File: src/core/b4sio_pkg.sv
/*
  Shared constants and types of the burst-of-four separate-I/O memory core.
  Assumes one 100 MHz clock; all pin inputs arrive synchronous to it.
*/
package b4sio_pkg;
  localparam int BEATS = 4;
  localparam int BEAT_W = 2;
  localparam logic [1:0] BEAT_FIRST = 2'h0;
  localparam logic [1:0] BEAT_SECOND = 2'h1;
  localparam logic [1:0] BEAT_LAST = 2'h3;
  localparam int CLK_PERIOD_NS = 10;
  localparam int K_STATIC_NS = 30;
  localparam int K_STATIC_CYC = (K_STATIC_NS + CLK_PERIOD_NS - 1) / CLK_PERIOD_NS;
  localparam int DLL_LOCK_CYC = 1024;
  localparam int LOCK_W = 11;
  localparam int STATIC_W = 4;
  localparam int IMP_PERIOD_CYC = 1024;
  localparam int IMP_CNT_W = 16;
  localparam int IMP_W = 5;
  localparam logic [IMP_W-1:0] IMP_RESET = 5'h10;
  localparam logic [IMP_W-1:0] IMP_MAX = 5'h1F;
  localparam logic [IMP_W-1:0] IMP_MIN = 5'h00;
  typedef enum logic [2:0] {
    B4SIO_DESEL = 3'h1,
    B4SIO_READ = 3'h2,
    B4SIO_WRITE = 3'h4
  } b4sio_op_t;
endpackage

File: src/core/b4sio_core.sv
/*
  Burst-of-four separate-I/O synchronous memory, device side.
  Assumes the controller drives the clock pins, strobes, address and write data
  synchronous to MCLK, holds them steady over each sampling edge, and sequences
  the DLL enable as required. Storage is flip-flops, so depth is kept small.
*/
`timescale 1ns/1ps
module b4sio_core #(
  parameter int DW = 18,
  parameter int LANES = 2,
  parameter int AW = 4,
  parameter int IMP_PERIOD = b4sio_pkg::IMP_PERIOD_CYC
) (
  // Clock and reset
  input wire logic MCLK,
  input wire logic RST_N,
  // Input and output clock pins
  input wire logic K,
  input wire logic K_N,
  input wire logic C,
  input wire logic C_N,
  // Command and address
  input wire logic READ_N,
  input wire logic WRITE_N,
  input wire logic [AW-1:0] LINE_INDEX,
  // Write data
  input wire logic [DW-1:0] D,
  input wire logic [LANES-1:0] LANE_MASK_N,
  // Read data
  output logic [DW-1:0] Q,
  output logic Q_OE_N,
  // Delay loop
  input wire logic DLL_ENABLE,
  output logic DLL_LOCKED,
  // Impedance control
  input wire logic IMPEDANCE_REF_WEAK,
  output logic [b4sio_pkg::IMP_W-1:0] DRV_SETTING
);
  import b4sio_pkg::*;

  localparam int LW = DW / LANES;
  localparam int DEPTH = 1 << AW;

  // Clock pin sampling
  logic k_q, kn_q, c_q, cn_q;
  logic k_rise, kb_rise, c_tied, ot_rise, oc_rise;

  // Command tracking
  b4sio_op_t prev_q, prev_d, op_now;
  logic r_take, w_take;

  // Write path and array
  logic [BEATS-1:0][DW-1:0] mem_q [DEPTH];
  logic [BEATS-1:0][DW-1:0] mem_d [DEPTH];
  logic w_arm_q, w_arm_d;
  logic [AW-1:0] w_arm_addr_q, w_arm_addr_d;
  logic w_act_q, w_act_d;
  logic [BEAT_W-1:0] w_beat_q, w_beat_d;
  logic [AW-1:0] w_addr_q, w_addr_d;
  logic w_commit;
  logic [BEAT_W-1:0] w_cbeat;
  logic [AW-1:0] w_caddr;

  // Read path
  logic r_arm_q, r_arm_d;
  logic [AW-1:0] r_arm_addr_q, r_arm_addr_d;
  logic r_act_q, r_act_d;
  logic [BEAT_W-1:0] r_beat_q, r_beat_d;
  logic [AW-1:0] r_addr_q, r_addr_d;
  logic [DW-1:0] q_q, q_d;
  logic drive_q, drive_d;

  // Pins are synchronous, so one register gives a clean edge detect
  always_ff @(posedge MCLK or negedge RST_N) begin
    if (!RST_N) begin
      k_q <= 1'b0;
      kn_q <= 1'b0;
      c_q <= 1'b0;
      cn_q <= 1'b0;
    end else begin
      k_q <= K;
      kn_q <= K_N;
      c_q <= C;
      cn_q <= C_N;
    end
  end

  assign k_rise = K && !k_q;
  assign kb_rise = K_N && !kn_q;

  // Both output clocks high on two samples means they are strapped high
  assign c_tied = C && C_N && c_q && cn_q;
  assign ot_rise = c_tied ? k_rise : (C && !c_q);
  assign oc_rise = c_tied ? kb_rise : (C_N && !cn_q);

  // Command decode on the true clock rise only
  always_comb begin
    r_take = k_rise && !READ_N && (prev_q != B4SIO_READ);
    // A read that is not ignored wins over a write in the same cycle
    w_take = k_rise && !WRITE_N && !r_take && (prev_q != B4SIO_WRITE);
    unique case (1'b1)
      r_take: op_now = B4SIO_READ;
      w_take: op_now = B4SIO_WRITE;
      default: op_now = B4SIO_DESEL;
    endcase
    prev_d = k_rise ? op_now : prev_q;
  end

  always_ff @(posedge MCLK or negedge RST_N) begin
    if (!RST_N) begin
      prev_q <= B4SIO_DESEL;
    end else begin
      prev_q <= prev_d;
    end
  end

  // Write path: every beat lands in the array as it arrives
  always_comb begin
    mem_d = mem_q;
    w_arm_d = w_arm_q;
    w_arm_addr_d = w_arm_addr_q;
    w_act_d = w_act_q;
    w_beat_d = w_beat_q;
    w_addr_d = w_addr_q;
    w_commit = 1'b0;
    w_cbeat = w_beat_q;
    w_caddr = w_addr_q;
    if (k_rise && w_arm_q) begin
      // First beat on the true rise after the command
      w_commit = 1'b1;
      w_cbeat = BEAT_FIRST;
      w_caddr = w_arm_addr_q;
      w_act_d = 1'b1;
      w_beat_d = BEAT_SECOND;
      w_addr_d = w_arm_addr_q;
      w_arm_d = 1'b0;
    end else if (w_act_q && (w_beat_q[0] ? kb_rise : k_rise)) begin
      // Beats alternate complement and true rises; the tail overlaps the next command
      w_commit = 1'b1;
      w_beat_d = w_beat_q + BEAT_SECOND;
      if (w_beat_q == BEAT_LAST) begin
        w_act_d = 1'b0;
      end
    end
    if (w_take) begin
      w_arm_d = 1'b1;
      w_arm_addr_d = LINE_INDEX;
    end
    if (w_commit) begin
      for (int l = 0; l < LANES; l++) begin
        // Mask sampled with this beat only; all-high on every beat stores nothing
        if (!LANE_MASK_N[l]) begin
          mem_d[w_caddr][w_cbeat][l*LW +: LW] = D[l*LW +: LW];
        end
      end
    end
  end

  // Array is left unreset; contents are undefined until written
  always_ff @(posedge MCLK) begin
    mem_q <= mem_d;
  end

  always_ff @(posedge MCLK or negedge RST_N) begin
    if (!RST_N) begin
      w_arm_q <= 1'b0;
      w_arm_addr_q <= '0;
      w_act_q <= 1'b0;
      w_beat_q <= BEAT_FIRST;
      w_addr_q <= '0;
    end else begin
      w_arm_q <= w_arm_d;
      w_arm_addr_q <= w_arm_addr_d;
      w_act_q <= w_act_d;
      w_beat_q <= w_beat_d;
      w_addr_q <= w_addr_d;
    end
  end

  // Read path: each beat is fetched at its launch edge, after any
  // earlier write beat to the same slot, so pending writes read back new data
  always_comb begin
    r_arm_d = r_arm_q;
    r_arm_addr_d = r_arm_addr_q;
    r_act_d = r_act_q;
    r_beat_d = r_beat_q;
    r_addr_d = r_addr_q;
    q_d = q_q;
    drive_d = drive_q;
    if (ot_rise && r_arm_q) begin
      // Armed value from an earlier edge, so a same-cycle rise is not used
      q_d = mem_q[r_arm_addr_q][BEAT_FIRST];
      r_act_d = 1'b1;
      r_beat_d = BEAT_SECOND;
      r_addr_d = r_arm_addr_q;
      r_arm_d = 1'b0;
      drive_d = 1'b1;
    end else if (r_act_q && (r_beat_q[0] ? oc_rise : ot_rise)) begin
      q_d = mem_q[r_addr_q][r_beat_q];
      r_beat_d = r_beat_q + BEAT_SECOND;
      if (r_beat_q == BEAT_LAST) begin
        r_act_d = 1'b0;
      end
    end else if (!r_act_q && ot_rise) begin
      // No new burst at this output edge: float for this cycle
      drive_d = 1'b0;
    end
    if (r_take) begin
      r_arm_d = 1'b1;
      r_arm_addr_d = LINE_INDEX;
    end
  end

  always_ff @(posedge MCLK or negedge RST_N) begin
    if (!RST_N) begin
      r_arm_q <= 1'b0;
      r_arm_addr_q <= '0;
      r_act_q <= 1'b0;
      r_beat_q <= BEAT_FIRST;
      r_addr_q <= '0;
      q_q <= '0;
      drive_q <= 1'b0;
    end else begin
      r_arm_q <= r_arm_d;
      r_arm_addr_q <= r_arm_addr_d;
      r_act_q <= r_act_d;
      r_beat_q <= r_beat_d;
      r_addr_q <= r_addr_d;
      q_q <= q_d;
      drive_q <= drive_d;
    end
  end

  assign Q = q_q;
  assign Q_OE_N = !drive_q;

  // Lock only reports timing; data still moves before lock
  b4sio_dll #(
    .LOCK_CYC(DLL_LOCK_CYC)
  ) u_dll (
    .clk(MCLK),
    .rst_n(RST_N),
    .enable(DLL_ENABLE),
    .k_edge(k_rise || kb_rise),
    .k_true_rise(k_rise),
    .locked(DLL_LOCKED)
  );

  b4sio_zq #(
    .PERIOD(IMP_PERIOD)
  ) u_zq (
    .clk(MCLK),
    .rst_n(RST_N),
    .too_weak(IMPEDANCE_REF_WEAK),
    .setting(DRV_SETTING)
  );
endmodule // b4sio_core

File: src/core/b4sio_dll.sv
/*
  Lock tracker for the output delay loop.
  Assumes clock edges arrive as one-cycle pulses from the core's edge detector.
*/
`timescale 1ns/1ps
module b4sio_dll #(
  parameter int LOCK_CYC = b4sio_pkg::DLL_LOCK_CYC
) (
  // Clock and reset
  input wire logic clk,
  input wire logic rst_n,
  // Loop inputs
  input wire logic enable,
  input wire logic k_edge,
  input wire logic k_true_rise,
  // Status
  output logic locked
);
  import b4sio_pkg::*;
  logic [LOCK_W-1:0] lock_q, lock_d;
  logic [STATIC_W-1:0] static_q, static_d;
  logic halted;

  // Stalled clock or a low enable throws the lock away
  assign halted = !enable || (static_q >= STATIC_W'(K_STATIC_CYC));

  always_comb begin
    static_d = static_q;
    lock_d = lock_q;
    if (k_edge) begin
      static_d = '0;
    end else if (static_q < STATIC_W'(K_STATIC_CYC)) begin
      static_d = static_q + STATIC_W'(1);
    end
    if (halted) begin
      lock_d = '0;
    end else if (k_true_rise && lock_q < LOCK_W'(LOCK_CYC)) begin
      lock_d = lock_q + LOCK_W'(1);
    end
  end

  always_ff @(posedge clk or negedge rst_n) begin
    if (!rst_n) begin
      static_q <= '0;
      lock_q <= '0;
    end else begin
      static_q <= static_d;
      lock_q <= lock_d;
    end
  end

  assign locked = (lock_q == LOCK_W'(LOCK_CYC)) && !halted;
endmodule // b4sio_dll

File: src/core/b4sio_zq.sv
/*
  Periodic output impedance tracker.
  Assumes an external comparator reports whether drive is too weak.
*/
`timescale 1ns/1ps
module b4sio_zq #(
  parameter int PERIOD = b4sio_pkg::IMP_PERIOD_CYC
) (
  // Clock and reset
  input wire logic clk,
  input wire logic rst_n,
  // Reference comparison
  input wire logic too_weak,
  // Driver setting
  output logic [b4sio_pkg::IMP_W-1:0] setting
);
  import b4sio_pkg::*;
  logic [IMP_CNT_W-1:0] cnt_q, cnt_d;
  logic [IMP_W-1:0] set_q, set_d;
  logic eval;

  assign eval = (cnt_q == IMP_CNT_W'(PERIOD - 1));

  always_comb begin
    cnt_d = eval ? '0 : cnt_q + IMP_CNT_W'(1);
    set_d = set_q;
    // One step only, so a noisy reading cannot swing the drivers
    if (eval && too_weak && set_q != IMP_MAX) begin
      set_d = set_q + IMP_W'(1);
    end else if (eval && !too_weak && set_q != IMP_MIN) begin
      set_d = set_q - IMP_W'(1);
    end
  end

  always_ff @(posedge clk or negedge rst_n) begin
    if (!rst_n) begin
      cnt_q <= '0;
      set_q <= IMP_RESET;
    end else begin
      cnt_q <= cnt_d;
      set_q <= set_d;
    end
  end

  assign setting = set_q;
endmodule // b4sio_zq

File: config.mk
export PLATFORM = sky130hd
export DESIGN_NAME = b4sio_core
export DESIGN_NICKNAME = d
export VERILOG_FILES = /design/src/core/b4sio_pkg.sv /design/src/core/b4sio_core.sv /design/src/core/b4sio_dll.sv /design/src/core/b4sio_zq.sv
export SDC_FILE = /design/constraint.sdc
export NUM_CORES = 2
export LEC_CHECK = 0
export ABC_AREA = 1
export BUFFER_PORTS_ARGS = -buffer_cell sky130_fd_sc_hd__clkbuf_2
export CAP_MARGIN = 25
export CORE_MARGIN = 2
export CORE_UTILIZATION = 32
export CTS_BUF_LIST = sky130_fd_sc_hd__clkbuf_4
export DETAILED_ROUTE_END_ITERATION = 10
export PLACE_DENSITY_LB_ADDON = 0.3
export SETUP_SLACK_MARGIN = 0.1
export SLEW_MARGIN = 40
export SYNTH_ARGS = -nofsm -noshare
export SYNTH_HDL_FRONTEND = slang
export SYNTH_HIERARCHICAL = 1
export SYNTH_SLANG_ARGS = --single-unit
File: constraint.sdc
create_clock -name MCLK -period 3.3 [get_ports MCLK]
set_clock_uncertainty 0.05 [all_clocks]
set_input_delay 0.165 -clock MCLK [delete_from_list [all_inputs] [get_ports MCLK]]
set_output_delay 0.165 -clock MCLK [all_outputs]
set_load 0.03 [all_outputs]
======== Word-level counts from Yosys, hierarchy flattened ========
Index checks and enable logic that the tools add are counted.
cells by class
  $add $sub $neg .......................... 7
  multiply operators ...................... 0
  div/mod/pow operators ................... 0
  order comparisons ....................... 10
  eq/ne operators ......................... 8
  shift-type cells ........................ 0
  muxes and demuxes ....................... 56
  bitwise operators ....................... 3
  reductions and logical operators ........ 53
operators with widths
  operator               count
  $mux 1152              3
  $bwmux 1152            2
  $bmux 72 s4            2
  $demux 72 s4           2
  $mux 72                4
  $mux 18                6
  $demux 18 s2           2
  $bmux 18 s2            1
  $logic_and 1x1->1      25
  $mux 11                2
  $reduce_bool 2->1      10
  $mux 1                 19
  $add 16x1->16 const B  1
  $eq 16x10->1 const B   1
  $mux 16                1
  $ge 5x5->1 const B     3
  $not 4->5              3
  $logic_not 1->1        12
  $mux 4                 3
  $add 11x1->11 const B  1
  $eq 11x11->1 const B   1
  $lt 11x11->1 const B   1
  $mux 2                 5
  $mux 5                 2
  other kinds (19)       25
word-level totals
  bits in registers ....................... 1,238
  latch bits .............................. 0
  bits in writable memories ............... 0
  memory bits (read-only) ................. 0
  bits of input ports ..................... 34
  output and inout bits ................... 25
  word-level logic and storage cells ...... 222
  memories kept ........................... 0

======== Longest topological paths before layout ========
  word-level depth ........................ 15
  mapped depth ............................ 18
  gate-level depth less buffers ........... 18

======== Modules after synthesis ========
The synthesis kept the hierarchy.
by module, submodules not included
  module      times used  cells an instance  area each (um2)  seq. area each (um2)
  b4sio_core  1           5,509              54,671.2         35,845.6
  b4sio_zq    1           157                1,243.7          526.8
  b4sio_dll   1           105                838.3            375.4

======== Worst setup path before layout ========
OpenSTA, ideal clock, no wires.
  kind .................................... register to register
  start point ............................. reg k_q
  end point ............................... reg mem_q[234] (netlist bit) (enable)
  setup time .............................. 387 ps
  data arrival time ....................... 2,244 ps
  data required time ...................... 2,863 ps
  slack ................................... 619 ps
  stages on the path, launching flop included .. 9
  path buffers ............................ 2
  clock period less this slack ............ 2,681 ps
  cells stage by stage .................... dfrtp_1 -> nor2_4 -> o21ai_0 -> nor2_1 -> nor2_1 -> or2_2 -> buf_2 -> buf_2 -> nor3_1
on the way
  word-level cells in the longest chain between the ends .. 6
ends and longest elaborated chain
  what                    RTL line           source
  start, declared         b4sio_core.sv:45   logic k_q, kn_q, c_q, cn_q;
  start signal, assigned  b4sio_core.sv:76   k_q <= 1'b0;
  start signal, assigned  b4sio_core.sv:81   k_q <= K;
  $logic_not 1->1 (*)     b4sio_core.sv:88   assign k_rise = K && !k_q;
  $logic_and 1x1->1 (*)   b4sio_core.sv:88
  named net k_rise        b4sio_core.sv:46   logic k_rise, kb_rise, c_tied, ot_rise, oc_rise;
  $mux 1                  b4sio_core.sv:137  end else if (w_act_q && (w_beat_q[0] ? kb_rise : k_rise)) begin
  $logic_and 1x1->1       b4sio_core.sv:137
  $mux 1                  b4sio_core.sv:137
  $mux 1 (*)              b4sio_core.sv:128  if (k_rise && w_arm_q) begin
  end signal, assigned    b4sio_core.sv:161  mem_q <= mem_d;
  end, declared           b4sio_core.sv:53   logic [BEATS-1:0][DW-1:0] mem_q [DEPTH];
Mark *: on every way through the listed nets, which the timed path passes. The rest lies on a longest branch.
A chain may end at the register's enable or synchronous reset.

======== Worst setup path after layout ========
  start point ............................. in K
  end point ............................... reg mem_q[356] (netlist bit) (enable)
on the way
  word-level cells in the longest chain between the ends .. 5
ends and longest elaborated chain
  what                   RTL line           source
  start, declared        b4sio_core.sv:18   input wire logic K,
  $logic_and 1x1->1 (*)  b4sio_core.sv:88
  named net k_rise       b4sio_core.sv:46
  $mux 1                 b4sio_core.sv:137
  $logic_and 1x1->1      b4sio_core.sv:137
  $mux 1                 b4sio_core.sv:137
  $mux 1 (*)             b4sio_core.sv:128
Marks and branches as above.

==> impl_metrics.yaml <==
die:
  die_area_sq_um: 181000
  fp.dieH_um: 425
  fp.dieW_um: 425
  coreArea_sq_um: 176000
  initial_core_util_pct: 32.2
  io_pins: 59
  std_cell_rows: 154
sta:
  setup_violations: 0
  clock.fmax_mhz: 318
  tightest_slew_ps: 967
  grt_setup_unrepaired: "true"
  drv_slew: 0
  hold_violations: 0
  fin_crit_sh_pct: 95.3
  relSlewSlack_pct: 35.5
  tns_ps: 0
  min_period_ps: 3150
outcome:
  status: "finished, final reports clean"
synth:
  yosysSeqAreaShare_pct: 64.8
  synth_cell_type_count: 43
  syn_inst: 5771
  syn-num-nets: 5815
  netlist_area_sq_um: 56800
  yosysWarnings: 6
  synth-main-ff-cell: "edfxtp_1"
  synth_largest_area_cell: "edfxtp_1"
  yosysTopAreaCellShare_pct: 61.0
  async_flop_share_pct: 6.95
  yosys-top-cells-count: "nand2_1, edfxtp_1, nand3_1"
  ys_ff_latch: 1238
  synth-edff-count: 1152
  synth_most_common_cell: "nand2_1"
  synth.avg_cell_area_sq_um: 9.83
  synth_area_leaders: "edfxtp_1, nand2_1, nand3_1, nor2_1, dfrtp_1"
cts:
  clock_latency_ps: 1270
  htree_levels: 5
  cts_made_buffers: 351
  clockBufferDepth: 4
  clock-sinks: 1238
  cts_tree: "done"
  cts.clk_slew.worst_paths_ps: 70
  root_buffer: "clkbuf_4"
power_and_ir_drop:
  ir_worst_vdd_v: 0.000548
  power_mw: 47.7
  swShare_pct: 39.4
  seqPwrFrac_pct: 37.5
  p_leak_nw: 25.6
  clock_power_share_pct: 28.7
  power.switching_mw: 18.8
  p_comb_share_pct: 33.8
  powerDensity_nw_per_um2: 717
  internal-power_mw: 28.9
routing:
  vias: 45166
  drc_errors: 0
  routed_wirelength_um: 184000
  drtPass1Iterations: 6
  viasPerCell: 5.15
  routedWlPerCell_um: 20.9
  drtIter0Drc: 5457
  drtAntennaViolNets: 0
setup_path:
  path_buf_inv: 8
  crit_fanout: 10
  path_cells: "dlygate4sd3_1 > dlygate4sd3_1 > clkbuf_2 > dlygate4sd3_1 > inv_1 > nor2_4 > nand2_4 > inv_2 > or2_1 > o21ai_2 > nor2_1 > nand2_1 > inv_2 > nand3_2 > nor2_1 > buf_4"
  slowest_stage: "dlygate4sd3_1"
  cp-start-kind: "primary input"
  worstPathArrival_ps: 3980
  cpMostUsedCell: "dlygate4sd3_1"
  critPathTopFamily: "buffers and inverters"
  crit_required_ps: 4130
  end_kind: "register"
  cp_slowest_stage_delay_ps: 580
  criticalPathCategory: "primary input to register"
place:
  place_inst: 8087
  dp_hpwl_um: 114000
  place.gp.congestion: 0.869
  port_buffers: 58
grt:
  grt_max_degree: 154
  grt_pass1_vias: 43729
  antenna_found_initial: 4
  grt-ovfl-total: 0
  grt_pass1_wl_um: 273000
  gr-usage-all-layers_pct: 20.0
cells_and_area:
  area_growth_pct: 17.2
  nNetsFinal: 6219
  finalNonFillerCells: 8772
  layout.area.seq_sq_um: 36800
  fill_cells: 17562
  final_layout_size_suffix_gt1_share_pct: 16.5
  multiInputGateArea_sq_um: 18100
run:
  drv_cap: 0
hold_path:
  worstHoldPathType: "primary input to register"
sequential cells by signal, indices dropped and copies added, names as in the netlist, 2 cells and up:
signal / cells
r_arm_addr_q: 4
prev_q: 3
Q: 18
u_dll/lock_q: 11
w_beat_q: 2
w_arm_addr_q: 4
u_zq/setting: 5
r_addr_q: 4
mem_q: 1152
u_zq/cnt_q: 16
r_beat_q: 2
w_addr_q: 4
u_dll/static_q: 4
stage by stage:
step | hold slack [ps] | util (%) | instance area (sq um) | worst slack (ps)
6_report | 82.0 | 37.8 | 66500 | 154
5_1_grt | 4.35 | 37.8 | 66500 | 107
3_5_place_dp | 145 | 34.9 | 61500 | 403
2_1_floorplan | -181 | - | 56800 | 619
4_1_cts | 9.35 | 37.7 | 66400 | 172
3_3_place_gp | 253 | 34.9 | 61400 | 377
layer usage:
| layer | GRT usage [%] | vias to the layer above | share of wire, % |
|---|---|---|---|
| met4 | 8.60 | 0 | 3.7 |
| met1 | 26.8 | 21752 | 42 |
| li1 | - | 20793 | - |
| met3 | 3.58 | 443 | 8.3 |
| met5 | 0 | - | 0 |
| met2 | 31.7 | 2178 | 46 |
worst paths after layout:
path / start / endpoint / slack, ps / cells after the start
max in group asynchronous: RST_N / u_zq/setting[4] / 2040 / 6
worst max-delay path: K / mem_q[356] / 150 / 16
worst max register to register: k_q / mem_q[356] / 480 / 11
worst min register to register: u_zq/cnt_q[0] / u_zq/cnt_q[0] / 420 / 1
min in group asynchronous: RST_N / Q[7] / 470 / 5
worst min-delay path: D[1] / mem_q[577] / 80 / 2
final cells by class:
type / instances / share of cell area (%)
inverters: 123 / 0.732
well taps: 2340 / 4.40
clock buffers: 485 / 5.47
flip-flops and latches: 1238 / 55.3
diodes: 16 / 0.0602
repair buffers: 443 / 6.02
clock inverters: 109 / 0.844
multi-input cells: 4018 / 27.2
cell families after synthesis:
logic type,Yosys count,share of synthesized area [%]
simple gates,3724,28.5
flops,1238,64.8
buf+inv,515,3.47
compound gates,272,2.91
xor+xnor,12,0.185
fa+ha+maj,10,0.234
power groups by stage:
stage                     clock network, mW  logic (mW)  registers (mW)
after floorplan                           0        9.37            18.1
after global placement                    0        15.6            18.2
after detailed placement                  0        15.7            18.2
after CTS                              14.0        15.9            17.9
after global routing                   14.8        17.4            17.9
final                                  13.7        16.1            17.9
worst reg2reg max path, cell delays in order, from the launching register on:
cell,delay (ps)
dfrtp_1,400
nor2_4,250
nand2_4,160
inv_2,140
or2_1,130
o21ai_2,90
nor2_1,200
nand2_1,110
inv_2,280
nand3_2,290
nor2_1,170
buf_4,190
cells in the final DEF (no fill, tap or decap), drive strengths merged:
cell type and n:
a211oi 1, a21oi 18, a31oi 1, and3 1
buf 322, bufinv 5, clkbuf 540, clkinv 104
dfrtp 84, dfstp 2, diode 16, dlygate4sd3 66
edfxtp 1152, fa 1, ha 9, inv 123
nand2 1639, nand3 1097, nand3b 1, nand4 5
nor2 932, nor3 44, o211ai 9, o21a 1
o21ai 175, o21bai 1, o221ai 64, o22ai 1
o31ai 1, or2 5, xnor2 1, xor2 11
timing repair:
action,4_1_cts,5_1_grt
resized for setup,0,12
buffers inserted,0,6
hold endpoints to repair,1984,0
hold buffers,69,0
endpoints found under the setup margin,0,383
(Power assumes the default switching activity.)
